==> src/common/pac_pkg.sv <==
// Purpose: shared constants for the pulse accumulator counter
// Assumes: apb with 32-bit data, one aligned word per register
// Notes:   offsets are word indices; addresses are byte addresses
package pac_pkg;
  localparam logic [11:0] PAC_OFF_FLAG   = 12'h0025;
  localparam logic [11:0] PAC_OFF_CTRL   = 12'h0026;
  localparam logic [11:0] PAC_OFF_COUNT  = 12'h0027;
  localparam logic [11:0] PAC_ADDR_FLAG  = 12'h0094;
  localparam logic [11:0] PAC_ADDR_CTRL  = 12'h0098;
  localparam logic [11:0] PAC_ADDR_COUNT = 12'h009C;
  localparam logic [11:0] PAC_ADDR_MASK  = 12'h00A0;
  localparam logic [11:0] PAC_ADDR_IRQ   = 12'h00A4;
  localparam int PAC_BIT_WRAP = 5;
  localparam int PAC_BIT_EDGE = 4;
  localparam int PAC_BIT_EN   = 6;
  localparam int PAC_BIT_MODE = 5;
  localparam int PAC_BIT_POL  = 4;
  localparam logic [7:0] PAC_CTRL_RST = 8'h00;
  localparam logic [7:0] PAC_FLAG_RST = 8'h00;
  localparam logic [7:0] PAC_MASK_RST = 8'h00;
  localparam int PAC_TICK_DIV = 64;
  typedef enum logic [1:0] {
    PAC_IDLE   = 2'b00,
    PAC_ACCESS = 2'b01
  } pac_bus_t;
endpackage

==> src/core/pac_tick.sv <==
// Purpose: free-running divide-by-n tick for gated time accumulation
// Assumes: ce freezes the divider
// Notes:   tick is a one-cycle pulse
`timescale 1ns/1ps
`default_nettype none
module pac_tick #(
  parameter int DIV = 64
) (
  input  wire logic pclk,     // clock
  input  wire logic presetn,  // async reset, low
  input  wire logic ce,       // clock enable
  output logic      tick      // one pulse per DIV cycles
);
  localparam int W = $clog2(DIV);
  localparam logic [W-1:0] LAST = W'(DIV - 1);
  logic [W-1:0] cnt_r;
  always_ff @(posedge pclk or negedge presetn)
  begin
    if (!presetn)
    begin
      cnt_r <= '0;
      tick  <= 1'b0;
    end
    else if (ce)
    begin
      cnt_r <= (cnt_r == LAST) ? '0 : cnt_r + 1'b1;
      tick  <= (cnt_r == LAST);
    end
  end
endmodule
`default_nettype wire

==> src/core/pac_core.sv <==
// Purpose: 8-bit pulse accumulator with flags, masks and apb registers
// Assumes: pin input synchronous to pclk; single clock
// Notes:   count register has no reset; reads see registered state only
//
// Implementation choice: register access over APB.
`timescale 1ns/1ps
`default_nettype none
// Behaviour
// [RULE_01] eight-bit count register, readable and writable by software
// [RULE_02] reset leaves the count register untouched
// [RULE_03] count register accessible any time, counting or not
// [RULE_04] increments clocked, reads sample registered value, never mid-change
// [RULE_05] wrap flag sets when count rolls from ff to 00
// [RULE_06] writing one at bit 5 of flag register clears wrap flag
// [RULE_07] wrap flag independent of its enable; zero enable blocks interrupt
// [RULE_08] wrap enable high: interrupt requested when wrap flag set
// [RULE_09] software clears wrap flag before leaving its service routine
// [RULE_10] edge flag sets on each selected input edge; code sets it only while accumulator enable is one
// [RULE_11] writing one at bit 4 of flag register clears edge flag
// [RULE_12] edge flag independent of its enable; zero enable blocks interrupt
// [RULE_13] edge enable high: interrupt requested when edge flag set
// [RULE_14] software clears edge flag before leaving its service routine
// [RULE_15] event mode counts falling edges, or rising when polarity set
// [RULE_16] gated mode counts divide-64 ticks while pin at active level
// [RULE_17] counting only while accumulator enable is one
// [RULE_18] zero writes leave flags; set beats simultaneous clear
// [RULE_19] combined interrupt is or of both masked flags
module pac_core
  import pac_pkg::*;
#(
  parameter int TICK_DIV = pac_pkg::PAC_TICK_DIV
) (
  input  wire logic        pclk,                  // clock, 250 MHz
  input  wire logic        presetn,               // async reset, low
  input  wire logic        ce,                    // clock enable
  input  wire logic        psel,                  // apb select
  input  wire logic        penable,               // apb enable
  input  wire logic        pwrite,                // apb direction
  input  wire logic [11:0] paddr,                 // apb byte address
  input  wire logic [31:0] pwdata,                // apb write data
  input  wire logic [3:0]  pstrb,                 // apb byte strobes
  output logic      [31:0] prdata,                // apb read data
  output logic             pready,                // apb ready
  output logic             pslverr,               // apb error
  input  wire logic        accumulator_input_pin, // event or gate pin
  output logic             acc_irq                // interrupt, high active
);
  import pac_pkg::*;

  // registers
  logic [7:0] pulse_count_reg;  // no reset on purpose
  logic [7:0] ctrl_r;
  logic [7:0] mask_r;
  logic       count_wrap_flag;
  logic       input_edge_flag;
  logic       pin_d_r;
  logic       acc_irq_r;
  logic [7:0] irq_stat_r;
  pac_bus_t   bus_st_r;

  // decode
  function automatic logic hit(input logic [11:0] a, input logic [11:0] r);
    hit = (a == r);
  endfunction

  wire        acc_ph   = psel & penable;
  wire        wr_ph    = acc_ph & pwrite & pstrb[0];
  wire        rd_ph    = acc_ph & ~pwrite;
  wire        sel_flag = hit(paddr, PAC_ADDR_FLAG);
  wire        sel_ctrl = hit(paddr, PAC_ADDR_CTRL);
  wire        sel_cnt  = hit(paddr, PAC_ADDR_COUNT);
  wire        sel_mask = hit(paddr, PAC_ADDR_MASK);
  wire        sel_irq  = hit(paddr, PAC_ADDR_IRQ);
  wire        mapped   = sel_flag | sel_ctrl | sel_cnt | sel_mask | sel_irq;
  wire        bus_go   = psel & ~penable & ce;

  // control fields
  wire accumulator_enable     = ctrl_r[PAC_BIT_EN];
  wire accumulate_mode_select = ctrl_r[PAC_BIT_MODE];
  wire edge_polarity_select   = ctrl_r[PAC_BIT_POL];
  wire count_wrap_irq_enable  = mask_r[PAC_BIT_WRAP];
  wire input_edge_irq_enable  = mask_r[PAC_BIT_EDGE];

  // pin edge detection; pin is already synchronous
  wire rise_ev  = accumulator_input_pin & ~pin_d_r;
  wire fall_ev  = ~accumulator_input_pin & pin_d_r;
  wire sel_edge = edge_polarity_select ? rise_ev : fall_ev;

  // gated mode: polarity zero means low pin inhibits
  wire gate_on = (accumulator_input_pin == edge_polarity_select) ? 1'b0 : 1'b1;

  logic tick;
  pac_tick #(
    .DIV (TICK_DIV)
  ) u_tick (
    .pclk    (pclk),
    .presetn (presetn),
    .ce      (ce),
    .tick    (tick)
  );

  // increment source
  wire inc_ev   = accumulate_mode_select ? (tick & gate_on) : sel_edge;  // [RULE_15] [RULE_16]
  wire inc      = accumulator_enable & inc_ev;                            // [RULE_17]
  wire wrap_ev  = inc & (pulse_count_reg == 8'hFF);                       // [RULE_05]
  wire edge_ev  = accumulator_enable & sel_edge;                          // [RULE_10]
  wire cnt_wr   = wr_ph & sel_cnt & pready;

  // flag clear by write-one, set wins
  wire wrap_clr = wr_ph & sel_flag & pready & pwdata[PAC_BIT_WRAP];  // [RULE_06]
  wire edge_clr = wr_ph & sel_flag & pready & pwdata[PAC_BIT_EDGE];  // [RULE_11]
  wire wrap_nxt = wrap_ev | (count_wrap_flag & ~wrap_clr);           // [RULE_18]
  wire edge_nxt = edge_ev | (input_edge_flag & ~edge_clr);           // [RULE_18]

  // interrupt, flags do not depend on enables
  wire irq_nxt = (wrap_nxt & count_wrap_irq_enable)
               | (edge_nxt & input_edge_irq_enable);  // [RULE_07] [RULE_08] [RULE_12] [RULE_13] [RULE_19]

  // sticky event status, cleared by reading it
  wire       stat_rd  = rd_ph & sel_irq & pready;
  wire [7:0] stat_set = {2'b00, wrap_ev, edge_ev, 4'h0};
  wire [7:0] stat_nxt = stat_set | (stat_rd ? 8'h00 : irq_stat_r);

  wire [7:0] flag_view = {2'b00, count_wrap_flag, input_edge_flag, 4'h0};
  wire [7:0] rd_byte   = sel_flag ? flag_view :
                         sel_ctrl ? ctrl_r :
                         sel_cnt  ? pulse_count_reg :
                         sel_mask ? mask_r :
                         sel_irq  ? irq_stat_r : 8'h00;

  // count register: software write takes priority over an increment
  // in the same cycle, so the written value is exactly what sticks
  always_ff @(posedge pclk)                      // [RULE_02]
  begin
    if (ce)
    begin
      if (cnt_wr)
        pulse_count_reg <= pwdata[7:0];           // [RULE_01] [RULE_03]
      else if (inc)
        pulse_count_reg <= pulse_count_reg + 8'h01;  // [RULE_04]
    end
  end

  always_ff @(posedge pclk or negedge presetn)
  begin
    if (!presetn)
    begin
      ctrl_r          <= PAC_CTRL_RST;
      mask_r          <= PAC_MASK_RST;
      count_wrap_flag <= 1'b0;
      input_edge_flag <= 1'b0;
      irq_stat_r      <= PAC_FLAG_RST;
      acc_irq_r       <= 1'b0;
      pin_d_r         <= 1'b0;
    end
    else if (ce)
    begin
      count_wrap_flag <= wrap_nxt;
      input_edge_flag <= edge_nxt;
      irq_stat_r      <= stat_nxt;
      acc_irq_r       <= irq_nxt;
      pin_d_r         <= accumulator_input_pin;
      if (wr_ph & sel_ctrl & pready)
        ctrl_r <= pwdata[7:0];
      if (wr_ph & sel_mask & pready)
        mask_r <= pwdata[7:0];
    end
  end

  assign acc_irq = acc_irq_r;

  // apb: no wait states, pready high in the first access cycle after setup
  always_ff @(posedge pclk or negedge presetn)
  begin
    if (!presetn)
    begin
      bus_st_r <= PAC_IDLE;
      pready   <= 1'b0;
      pslverr  <= 1'b0;
      prdata   <= 32'h0000_0000;
    end
    else if (ce)
    begin
      case (bus_st_r)
        PAC_IDLE:
        begin
          if (bus_go)
          begin
            bus_st_r <= PAC_ACCESS;
            pready   <= 1'b1;
            pslverr  <= ~hit(paddr, PAC_ADDR_FLAG) & ~hit(paddr, PAC_ADDR_CTRL)
                      & ~hit(paddr, PAC_ADDR_COUNT) & ~hit(paddr, PAC_ADDR_MASK)
                      & ~hit(paddr, PAC_ADDR_IRQ);
            prdata   <= {24'h00_0000, rd_byte};   // [RULE_04]
          end
        end
        PAC_ACCESS:
        begin
          bus_st_r <= PAC_IDLE;
          pready   <= 1'b0;
          pslverr  <= 1'b0;
        end
        default:
        begin
          bus_st_r <= PAC_IDLE;
          pready   <= 1'b0;
          pslverr  <= 1'b0;
        end
      endcase
    end
  end

  // count has no reset: checks on its history wait for a first load
  logic cnt_seen_r;
  always_ff @(posedge pclk or negedge presetn)
  begin
    if (!presetn)
      cnt_seen_r <= 1'b0;
    else if (ce & cnt_wr)
      cnt_seen_r <= 1'b1;
  end

  // mapped is kept for the error check below
  a_unmapped_err: assert property (@(posedge pclk) disable iff (!presetn)
    (psel & penable & pready & ~mapped) |-> pslverr)
    else $error("unmapped access without error");  // [RULE_01]

  a_wrap_sets: assert property (@(posedge pclk) disable iff (!presetn) // [RULE_05]
    (ce & wrap_ev) |=> count_wrap_flag)
    else $error("wrap flag not set on rollover");

  a_wrap_clear: assert property (@(posedge pclk) disable iff (!presetn) // [RULE_06]
    (ce & wrap_clr & ~wrap_ev) |=> !count_wrap_flag)
    else $error("wrap flag not cleared by write one");

  a_edge_clear: assert property (@(posedge pclk) disable iff (!presetn) // [RULE_11]
    (ce & edge_clr & ~edge_ev) |=> !input_edge_flag)
    else $error("edge flag not cleared by write one");

  a_set_wins: assert property (@(posedge pclk) disable iff (!presetn) // [RULE_18]
    (ce & edge_ev & edge_clr) |=> input_edge_flag)
    else $error("edge set lost to clear");

  a_edge_sets: assert property (@(posedge pclk) disable iff (!presetn) // [RULE_10]
    (ce & accumulator_enable & ~accumulate_mode_select & ~edge_polarity_select
     & pin_d_r & ~accumulator_input_pin) |=> input_edge_flag)
    else $error("falling edge did not set edge flag");

  a_count_incr: assert property (@(posedge pclk) disable iff (!presetn) // [RULE_15]
    (ce & inc & ~cnt_wr) |=> (pulse_count_reg == $past(pulse_count_reg) + 8'h01))
    else $error("count did not increment");

  a_disabled_hold: assert property (@(posedge pclk) disable iff (!presetn) // [RULE_17]
    (ce & ~accumulator_enable & ~cnt_wr & cnt_seen_r) |=> $stable(pulse_count_reg))
    else $error("count moved while disabled");

  a_irq_mask: assert property (@(posedge pclk) disable iff (!presetn) // [RULE_19]
    ce |=> (acc_irq == ((count_wrap_flag & $past(count_wrap_irq_enable))
                      | (input_edge_flag & $past(input_edge_irq_enable)))))
    else $error("interrupt does not match masked flags");

  a_count_write: assert property (@(posedge pclk) disable iff (!presetn) // [RULE_03]
    (ce & cnt_wr) |=> (pulse_count_reg == $past(pwdata[7:0])))
    else $error("count write lost");

  a_wrap_wins: assert property (@(posedge pclk) disable iff (!presetn) // [RULE_18]
    (ce & wrap_ev & wrap_clr) |=> count_wrap_flag)
    else $error("wrap set lost to clear");

  a_wrap_zero_wr: assert property (@(posedge pclk) disable iff (!presetn) // [RULE_18]
    (ce & wr_ph & sel_flag & pready & ~pwdata[PAC_BIT_WRAP] & count_wrap_flag)
    |=> count_wrap_flag)
    else $error("zero write cleared wrap flag");

  a_edge_zero_wr: assert property (@(posedge pclk) disable iff (!presetn) // [RULE_18]
    (ce & wr_ph & sel_flag & pready & ~pwdata[PAC_BIT_EDGE] & input_edge_flag)
    |=> input_edge_flag)
    else $error("zero write cleared edge flag");

  a_rise_sets: assert property (@(posedge pclk) disable iff (!presetn) // [RULE_10]
    (ce & accumulator_enable & ~accumulate_mode_select & edge_polarity_select
     & ~pin_d_r & accumulator_input_pin) |=> input_edge_flag)
    else $error("rising edge did not set edge flag");

  a_wrap_polled: assert property (@(posedge pclk) disable iff (!presetn) // [RULE_07]
    (ce & wrap_ev & ~count_wrap_irq_enable) |=> count_wrap_flag)
    else $error("wrap flag needs its enable");

  a_edge_polled: assert property (@(posedge pclk) disable iff (!presetn) // [RULE_12]
    (ce & edge_ev & ~input_edge_irq_enable) |=> input_edge_flag)
    else $error("edge flag needs its enable");

  a_wrap_irq: assert property (@(posedge pclk) disable iff (!presetn) // [RULE_08]
    (ce & wrap_ev & count_wrap_irq_enable) |=> acc_irq)
    else $error("no interrupt on enabled wrap");

  a_edge_irq: assert property (@(posedge pclk) disable iff (!presetn) // [RULE_13]
    (ce & edge_ev & input_edge_irq_enable) |=> acc_irq)
    else $error("no interrupt on enabled edge");

  a_irq_quiet: assert property (@(posedge pclk) disable iff (!presetn) // [RULE_19]
    (ce & ~count_wrap_irq_enable & ~input_edge_irq_enable) |=> !acc_irq)
    else $error("interrupt with both enables low");

  a_gated_incr: assert property (@(posedge pclk) disable iff (!presetn) // [RULE_16]
    (ce & accumulator_enable & accumulate_mode_select & tick & gate_on & ~cnt_wr)
    |=> (pulse_count_reg == $past(pulse_count_reg) + 8'h01))
    else $error("gated tick did not count");

  a_gated_hold: assert property (@(posedge pclk) disable iff (!presetn) // [RULE_16]
    (ce & accumulator_enable & accumulate_mode_select & ~gate_on & ~cnt_wr & cnt_seen_r)
    |=> $stable(pulse_count_reg))
    else $error("count moved while gate inhibits");

  a_event_hold: assert property (@(posedge pclk) disable iff (!presetn) // [RULE_15]
    (ce & accumulator_enable & ~accumulate_mode_select & ~sel_edge & ~cnt_wr & cnt_seen_r)
    |=> $stable(pulse_count_reg))
    else $error("count moved without selected edge");

  a_rise_incr: assert property (@(posedge pclk) disable iff (!presetn) // [RULE_15]
    (ce & accumulator_enable & ~accumulate_mode_select & edge_polarity_select
     & rise_ev & ~cnt_wr) |=> (pulse_count_reg == $past(pulse_count_reg) + 8'h01))
    else $error("rising edge did not count");

  a_wrap_zero: assert property (@(posedge pclk) disable iff (!presetn) // [RULE_05]
    (ce & wrap_ev & ~cnt_wr) |=> (pulse_count_reg == 8'h00))
    else $error("rollover did not reach zero");

  a_ready_pulse: assert property (@(posedge pclk) disable iff (!presetn) // [RULE_03]
    (ce & pready) |=> !pready)
    else $error("ready held past one cycle");

  a_count_read: assert property (@(posedge pclk) disable iff (!presetn) // [RULE_04]
    (ce & bus_go & sel_cnt & ~pwrite & cnt_seen_r)
    |=> (prdata[7:0] == $past(pulse_count_reg)))
    else $error("count read not the settled value");

  a_no_edge_off: assert property (@(posedge pclk) disable iff (!presetn) // [RULE_17]
    (ce & ~accumulator_enable & ~input_edge_flag) |=> !input_edge_flag)
    else $error("edge flag set while disabled");

  a_mapped_ok: assert property (@(posedge pclk) disable iff (!presetn) // [RULE_01]
    (psel & penable & pready & mapped) |-> !pslverr)
    else $error("error on mapped access");

  a_wrap_steady: assert property (@(posedge pclk) disable iff (!presetn) // [RULE_07]
    (ce & ~wrap_ev & ~wrap_clr) |=> (count_wrap_flag == $past(count_wrap_flag)))
    else $error("wrap flag changed without cause");

  a_edge_steady: assert property (@(posedge pclk) disable iff (!presetn) // [RULE_12]
    (ce & ~edge_ev & ~edge_clr) |=> (input_edge_flag == $past(input_edge_flag)))
    else $error("edge flag changed without cause");
endmodule
`default_nettype wire

==> config.mk <==
export PLATFORM = sky130hd
export DESIGN_NAME = pac_core
export DESIGN_NICKNAME = d
export VERILOG_FILES = /design/src/common/pac_pkg.sv /design/src/core/pac_tick.sv /design/src/core/pac_core.sv
export SDC_FILE = /design/constraint.sdc
export NUM_CORES = 1
export LEC_CHECK = 0
export ABC_AREA = 1
export BUFFER_PORTS_ARGS = -buffer_cell sky130_fd_sc_hd__buf_2
export CAP_MARGIN = 5
export CORE_ASPECT_RATIO = 0.5
export CORE_UTILIZATION = 45
export CTS_CLUSTER_DIAMETER = 50
export CTS_CLUSTER_SIZE = 30
export DETAILED_ROUTE_END_ITERATION = 8
export HOLD_SLACK_MARGIN = 0.03
export PLACE_DENSITY_LB_ADDON = 0.1
export REMOVE_ABC_BUFFERS = 1
export SLEW_MARGIN = 20
export SYNTH_ARGS = -nofsm -noshare
export SYNTH_HDL_FRONTEND = slang
export SYNTH_HIERARCHICAL = 1
export SYNTH_SLANG_ARGS = --single-unit
==> constraint.sdc <==
create_clock -name pclk -period 3.8 [get_ports pclk]
set_input_delay 0.76 -clock pclk [delete_from_list [all_inputs] [get_ports pclk]]
set_output_delay 0.76 -clock pclk [all_outputs]
set_load 0.005 [all_outputs]
# After elaboration in Yosys (flattened, before gate mapping)
# Cells that the tools add are included.
# totals
input_bits,55
ff_bits,55
wordCells,97
# op_classes
eq_ne,9
reduce_logical,7
n_bitwise,47
addsub,2
n_mux,18
# ops
op,n
$mux 8,8
$eq 12x8->1 const B,5
$and 1x1->1,32
$not 1->1,11
$add 8x1->8 const B,1
$eq 8x8->1 const B,1
$or 6x8->8,1
$reduce_and 2->1,4
$mux 1,7
$add 6x1->6 const B,1
$eq 6x6->1 const B,1
$mux 6,1
$mux 2,2
$or 1x1->1,3
$reduce_and 3->1,1
$logic_not 2->1,1
$ne 2x2->1 const B,1
$reduce_bool 2->1,1
$eq 1x1->1,1

# Longest topological paths before layout
# depth
depth_word,11
mapped_depth,11
mapped_depth_nobuf,11

# Hierarchy
# Netlist, hierarchy kept.
# modules_own_cells
mod,seq_area_each_um2,cells_per_inst,n_inst,area_per_inst_um2
pac_core,1041.0,302,1,2441.1
pac_tick,175.2,44,1,362.8

# Worst setup path after synthesis
# No wires, ideal clock.
# synth_path
kind,input to register
start,input paddr[11]
end,register pulse_count_reg[0] (enable)
setup_slack_ns,1.510
n_path_buf,1
setup_time_ns,0.345
arrival_ns,1.944
path_stages,6
cell_sequence,nor2_1 nand2_2 nor3_4 nand4_4 buf_6 a21oi_2
# synth_between
elab_chain_cells,5
# synth_rtl
element,line,source
start: declaration,pac_core.sv:39,"input wire logic [11:0] paddr,"
$eq 12x8->1,pac_core.sv:63,hit = (a == r);
$and 1x1->1 (2 in a row),pac_core.sv:107,wire cnt_wr = wr_ph & sel_cnt & pready;
$reduce_bool 2->1 (no source line),n/a,
$reduce_and 2->1 (no source line),n/a,
end signal: assignment,pac_core.sv:138,pulse_count_reg <= pwdata[7:0];
end signal: assignment,pac_core.sv:140,pulse_count_reg <= pulse_count_reg + 8'h01;
end: declaration,pac_core.sv:51,logic [7:0] pulse_count_reg;
# No other way between the ends.
# A chain may end at the register's enable or synchronous reset.

# Worst setup path after layout
# layout_path
start,input paddr[6]
end,register pulse_count_reg[0] (enable)
# Same word-level chain as after synthesis.

==> metrics.log <==
INFO  metric cts.reportedPaths.clkPinSlew = 0.07 ns
INFO  metric starting_density = between 40% and 50%
INFO  metric fin_crit = 2.46 ns
INFO  metric synth-seq-cells = 47
INFO  metric wire_per_inst = 12.6 um
INFO  metric worstPathArrival = 2.39 ns
INFO  metric r2r-start = bus_st_r[0]
INFO  metric synth_seq_area_share = 43.4%
INFO  metric avgViaCountPerCell = between 4 and 5
INFO  metric most_common_cell_after_layout_fill_and_taps_aside = sky130_fd_sc_hd__nand2_1
INFO  metric first_global_vias = roughly 2,100
INFO  metric max-vdd-ir-drop = 0.334 mV
INFO  metric data_required_time_of_the_worst_path = between 3 and 4 ns
INFO  metric timing.hold.worst.start = prdata[6]
INFO  metric final_antenna_net_count = 0
INFO  metric grt_pass1_wl = between 10,000 and 15,000 um
INFO  metric max_cap_violations = 0
INFO  metric tritoncts = done
INFO  metric worstRegToRegCells = 4
INFO  metric worst_slew_pin_slew = a little over 0.9 ns
INFO  metric end_kind = register
INFO  metric edff_count_synth = 8
INFO  metric ctsHoldBuffers = 0
INFO  metric drt_first_iter_violations = ~110
INFO  metric clock_sink_count = 47
INFO  metric placed_cell_area = 0.00297 mm^2
INFO  metric p_seq_share = between 40% and 50%
INFO  metric hold-path-cell-count = 2
INFO  metric globalplace.congestion = 0.813
INFO  metric achievable-frequency = about 0.4 GHz
INFO  metric clockRootBuffer = sky130_fd_sc_hd__clkbuf_16
INFO  metric p_int = 0.902 mW
INFO  metric report.final.slew_viol_count = 0
INFO  metric post-route-drc-count = 0
INFO  metric synth_cell_types = 30
INFO  metric avgSynthCellArea = 8.10 um^2
INFO  metric cellLeakagePower = roughly 1.6 nW
INFO  metric power.share.clock = 40.8%
INFO  metric globalRoute.totalOverflow = 0
INFO  metric rsz0062_at_grt = no
INFO  metric io_buffer_count = 38
INFO  metric critPathMaxStageDelay = between 0.5 and 0.6 ns
INFO  metric final.hold.worst_slack = 0.474 ns
INFO  metric power_density = ~390 mW/mm^2
INFO  metric synth.yosys.warnings = 6
INFO  metric critPathKind = input port to register
INFO  metric num_rows = 19
INFO  metric antenna_found_initial = 0
INFO  metric detailed_place_hpwl = around 4400 um
INFO  metric syn_area = 0.00280 mm^2
INFO  metric cts.repair.resized = 0
INFO  metric comb_power_share = 12.0%
INFO  metric synth-main-ff-cell = sky130_fd_sc_hd__dfrtp_1
INFO  metric final_nets = 443
INFO  metric antenna_cells = 0
INFO  metric placedCellCount = 463
INFO  metric layout_worst_path_cycle_share = 64.8%
INFO  metric switching_power = about 0.32 mW
INFO  metric maxSlewHeadroom = 38.9%
INFO  metric grt_start_max_net_pins = 40
INFO  metric ys_async_sr_fraction = 83.0%
INFO  metric die_h = 57.8 um
INFO  metric power_switching_share = approximately 26%
INFO  metric post_syn_instances = 346
INFO  metric cts.repair_timing.setup_buffer_count = 0
INFO  metric setup_ws = 1.34 ns
INFO  metric postRouteWirelength = slightly below 6000 um
INFO  metric pre_cts_slack = 1.02 ns
INFO  metric cts-buffers-inserted = 5
INFO  metric route.vias.total = between 2,000 and 2,500
INFO  metric area_delta_synth_final = 11.7%
INFO  metric hold_path.class = register to register
INFO  metric finalSetupViolations = 0
INFO  metric cp_cell_sequence = buf_2 -> inv_1 -> nand2_2 -> nor2_4 -> inv_2 -> nor3_4 -> nand4_4 -> a21oi_2
INFO  metric hold_viol_final = 0
INFO  metric worstSkewPairLatency = 0.29 ns
INFO  metric die_ar = between 0.006 and 0.007 mm^2
INFO  metric design.portCount = 90
INFO  metric cp_max_fo = 17
INFO  metric core-area = 0.00573 mm^2
INFO  metric global_route.usage.total = roughly a fifth
INFO  metric fillCellCount = 540
INFO  metric fraction_of_final_layout_cells_with_drive_strength_greater_than_1 = 22.5%
INFO  metric crit_slowest_cell = sky130_fd_sc_hd__a21oi_2
INFO  metric die_width = approximately 110 um
INFO  metric status = complete, no violations
INFO  metric clockBufferDepth = 2
INFO  metric final_cell_count_no_fill = 471
INFO  metric worstSetupStartpoint = paddr[6]
INFO  metric setup.worst_path.start_class = input port
INFO  metric timing.clock.skew = 0.00854 ns
INFO  metric firstDrtPassIters = 4
INFO  metric mostFrequentLayoutCells = 117 x sky130_fd_sc_hd__nand2_1, 39 x sky130_fd_sc_hd__dfrtp_1, 38 x sky130_fd_sc_hd__buf_2
INFO  metric htree_num_levels = 2
INFO  metric finalSetupTns = 0 ns
INFO  metric layout.cell_area.non_filler = between 0.003 and 0.004 mm^2
-- critical path: cells and delay by family --
family | cells | cell delay, ns
and+or+nand+nor | 4 | 0.83
AOI/OAI and AO/OA | 1 | 0.54
buffers and inverters | 3 | 0.24
-- final cells by class --
cell class	count	area [um^2]	area share (%)
multi-input cells	257	1320	42.1
flip-flops and latches	47	1220	38.8
repair buffers	38	190	6.07
inverters	37	139	4.43
clock buffers	5	125	4.00
clock inverters	3	38.8	1.24
well taps	84	105	3.36
-- synthesized netlist by cell type (3+ instances only) --
cell                       number  area, um^2
sky130_fd_sc_hd__nand2_1      117         439
sky130_fd_sc_hd__dfrtp_1       39         976
sky130_fd_sc_hd__inv_1         32         120
sky130_fd_sc_hd__nand3_1       32         160
sky130_fd_sc_hd__buf_4         24         180
sky130_fd_sc_hd__o21ai_2       16         140
sky130_fd_sc_hd__nor2_1        12        45.0
sky130_fd_sc_hd__o21ai_1        9        45.0
sky130_fd_sc_hd__edfxtp_1       8         240
sky130_fd_sc_hd__nand4_1        7        43.8
sky130_fd_sc_hd__nand2_2        5        31.3
sky130_fd_sc_hd__o21ai_0        5        25.0
sky130_fd_sc_hd__xor2_1         5        43.8
sky130_fd_sc_hd__inv_2          4        15.0
sky130_fd_sc_hd__buf_6          3        33.8
sky130_fd_sc_hd__nor2_2         3        18.8
sky130_fd_sc_hd__nor2_4         3        33.8
sky130_fd_sc_hd__nor3_1         3        15.0
-- metrics by stage --
step                power [mW]  utilization [%]
floorplan                0.677                -
global placement         0.723             51.8
detailed placement       0.732             51.8
CTS                       1.23             54.7
global route              1.28             54.7
finish                    1.22             54.7
-- metal layers --
layer | up-vias | GRT usage (%) | share of wire, %
li1 | 1143 | - | -
met1 | 1045 | 30.1 | 54
met2 | 73 | 30.1 | 40
met3 | 5 | 4.50 | 5.5
met4 | 0 | 4.70 | 0.52
met5 | - | 0 | 0
-- logic make-up (layout without fill, tap and decap cells) --
group / count (synthesis) / in the layout / synth area share, %
buffers and inverters: 65 / 83 / 12.7
adder cells (fa/ha/maj): 2 / 2 / 0.892
AO/OA/AOI/OAI: 33 / 33 / 8.30
AND/OR/NAND/NOR: 191 / 191 / 32.4
other: 1 / 24 / 0.134
XOR/XNOR: 7 / 7 / 2.19
flip-flops: 47 / 47 / 43.4
-- path summary, 6_finish.rpt --
path	end	slack (ns)
min reg2reg	prdata[6]	0.47
max	pulse_count_reg[0]	1.34
min in group asynchronous	u_tick/cnt_r[0]	0.61
min	prdata[6]	0.47
max reg2reg	pulse_count_reg[0]	1.63
max in group asynchronous	prdata[5]	2.62
-- power groups by stage --
stage / clock [mW] / combinational, mW / sequential (mW)
after global placement: 0 / 0.141 / 0.582
after global routing: 0.531 / 0.167 / 0.579
after floorplan: 0 / 0.0987 / 0.578
final: 0.497 / 0.146 / 0.575
after detailed placement: 0 / 0.148 / 0.584
after CTS: 0.503 / 0.148 / 0.575
Note: power is estimated with default switching activity, not from simulation.
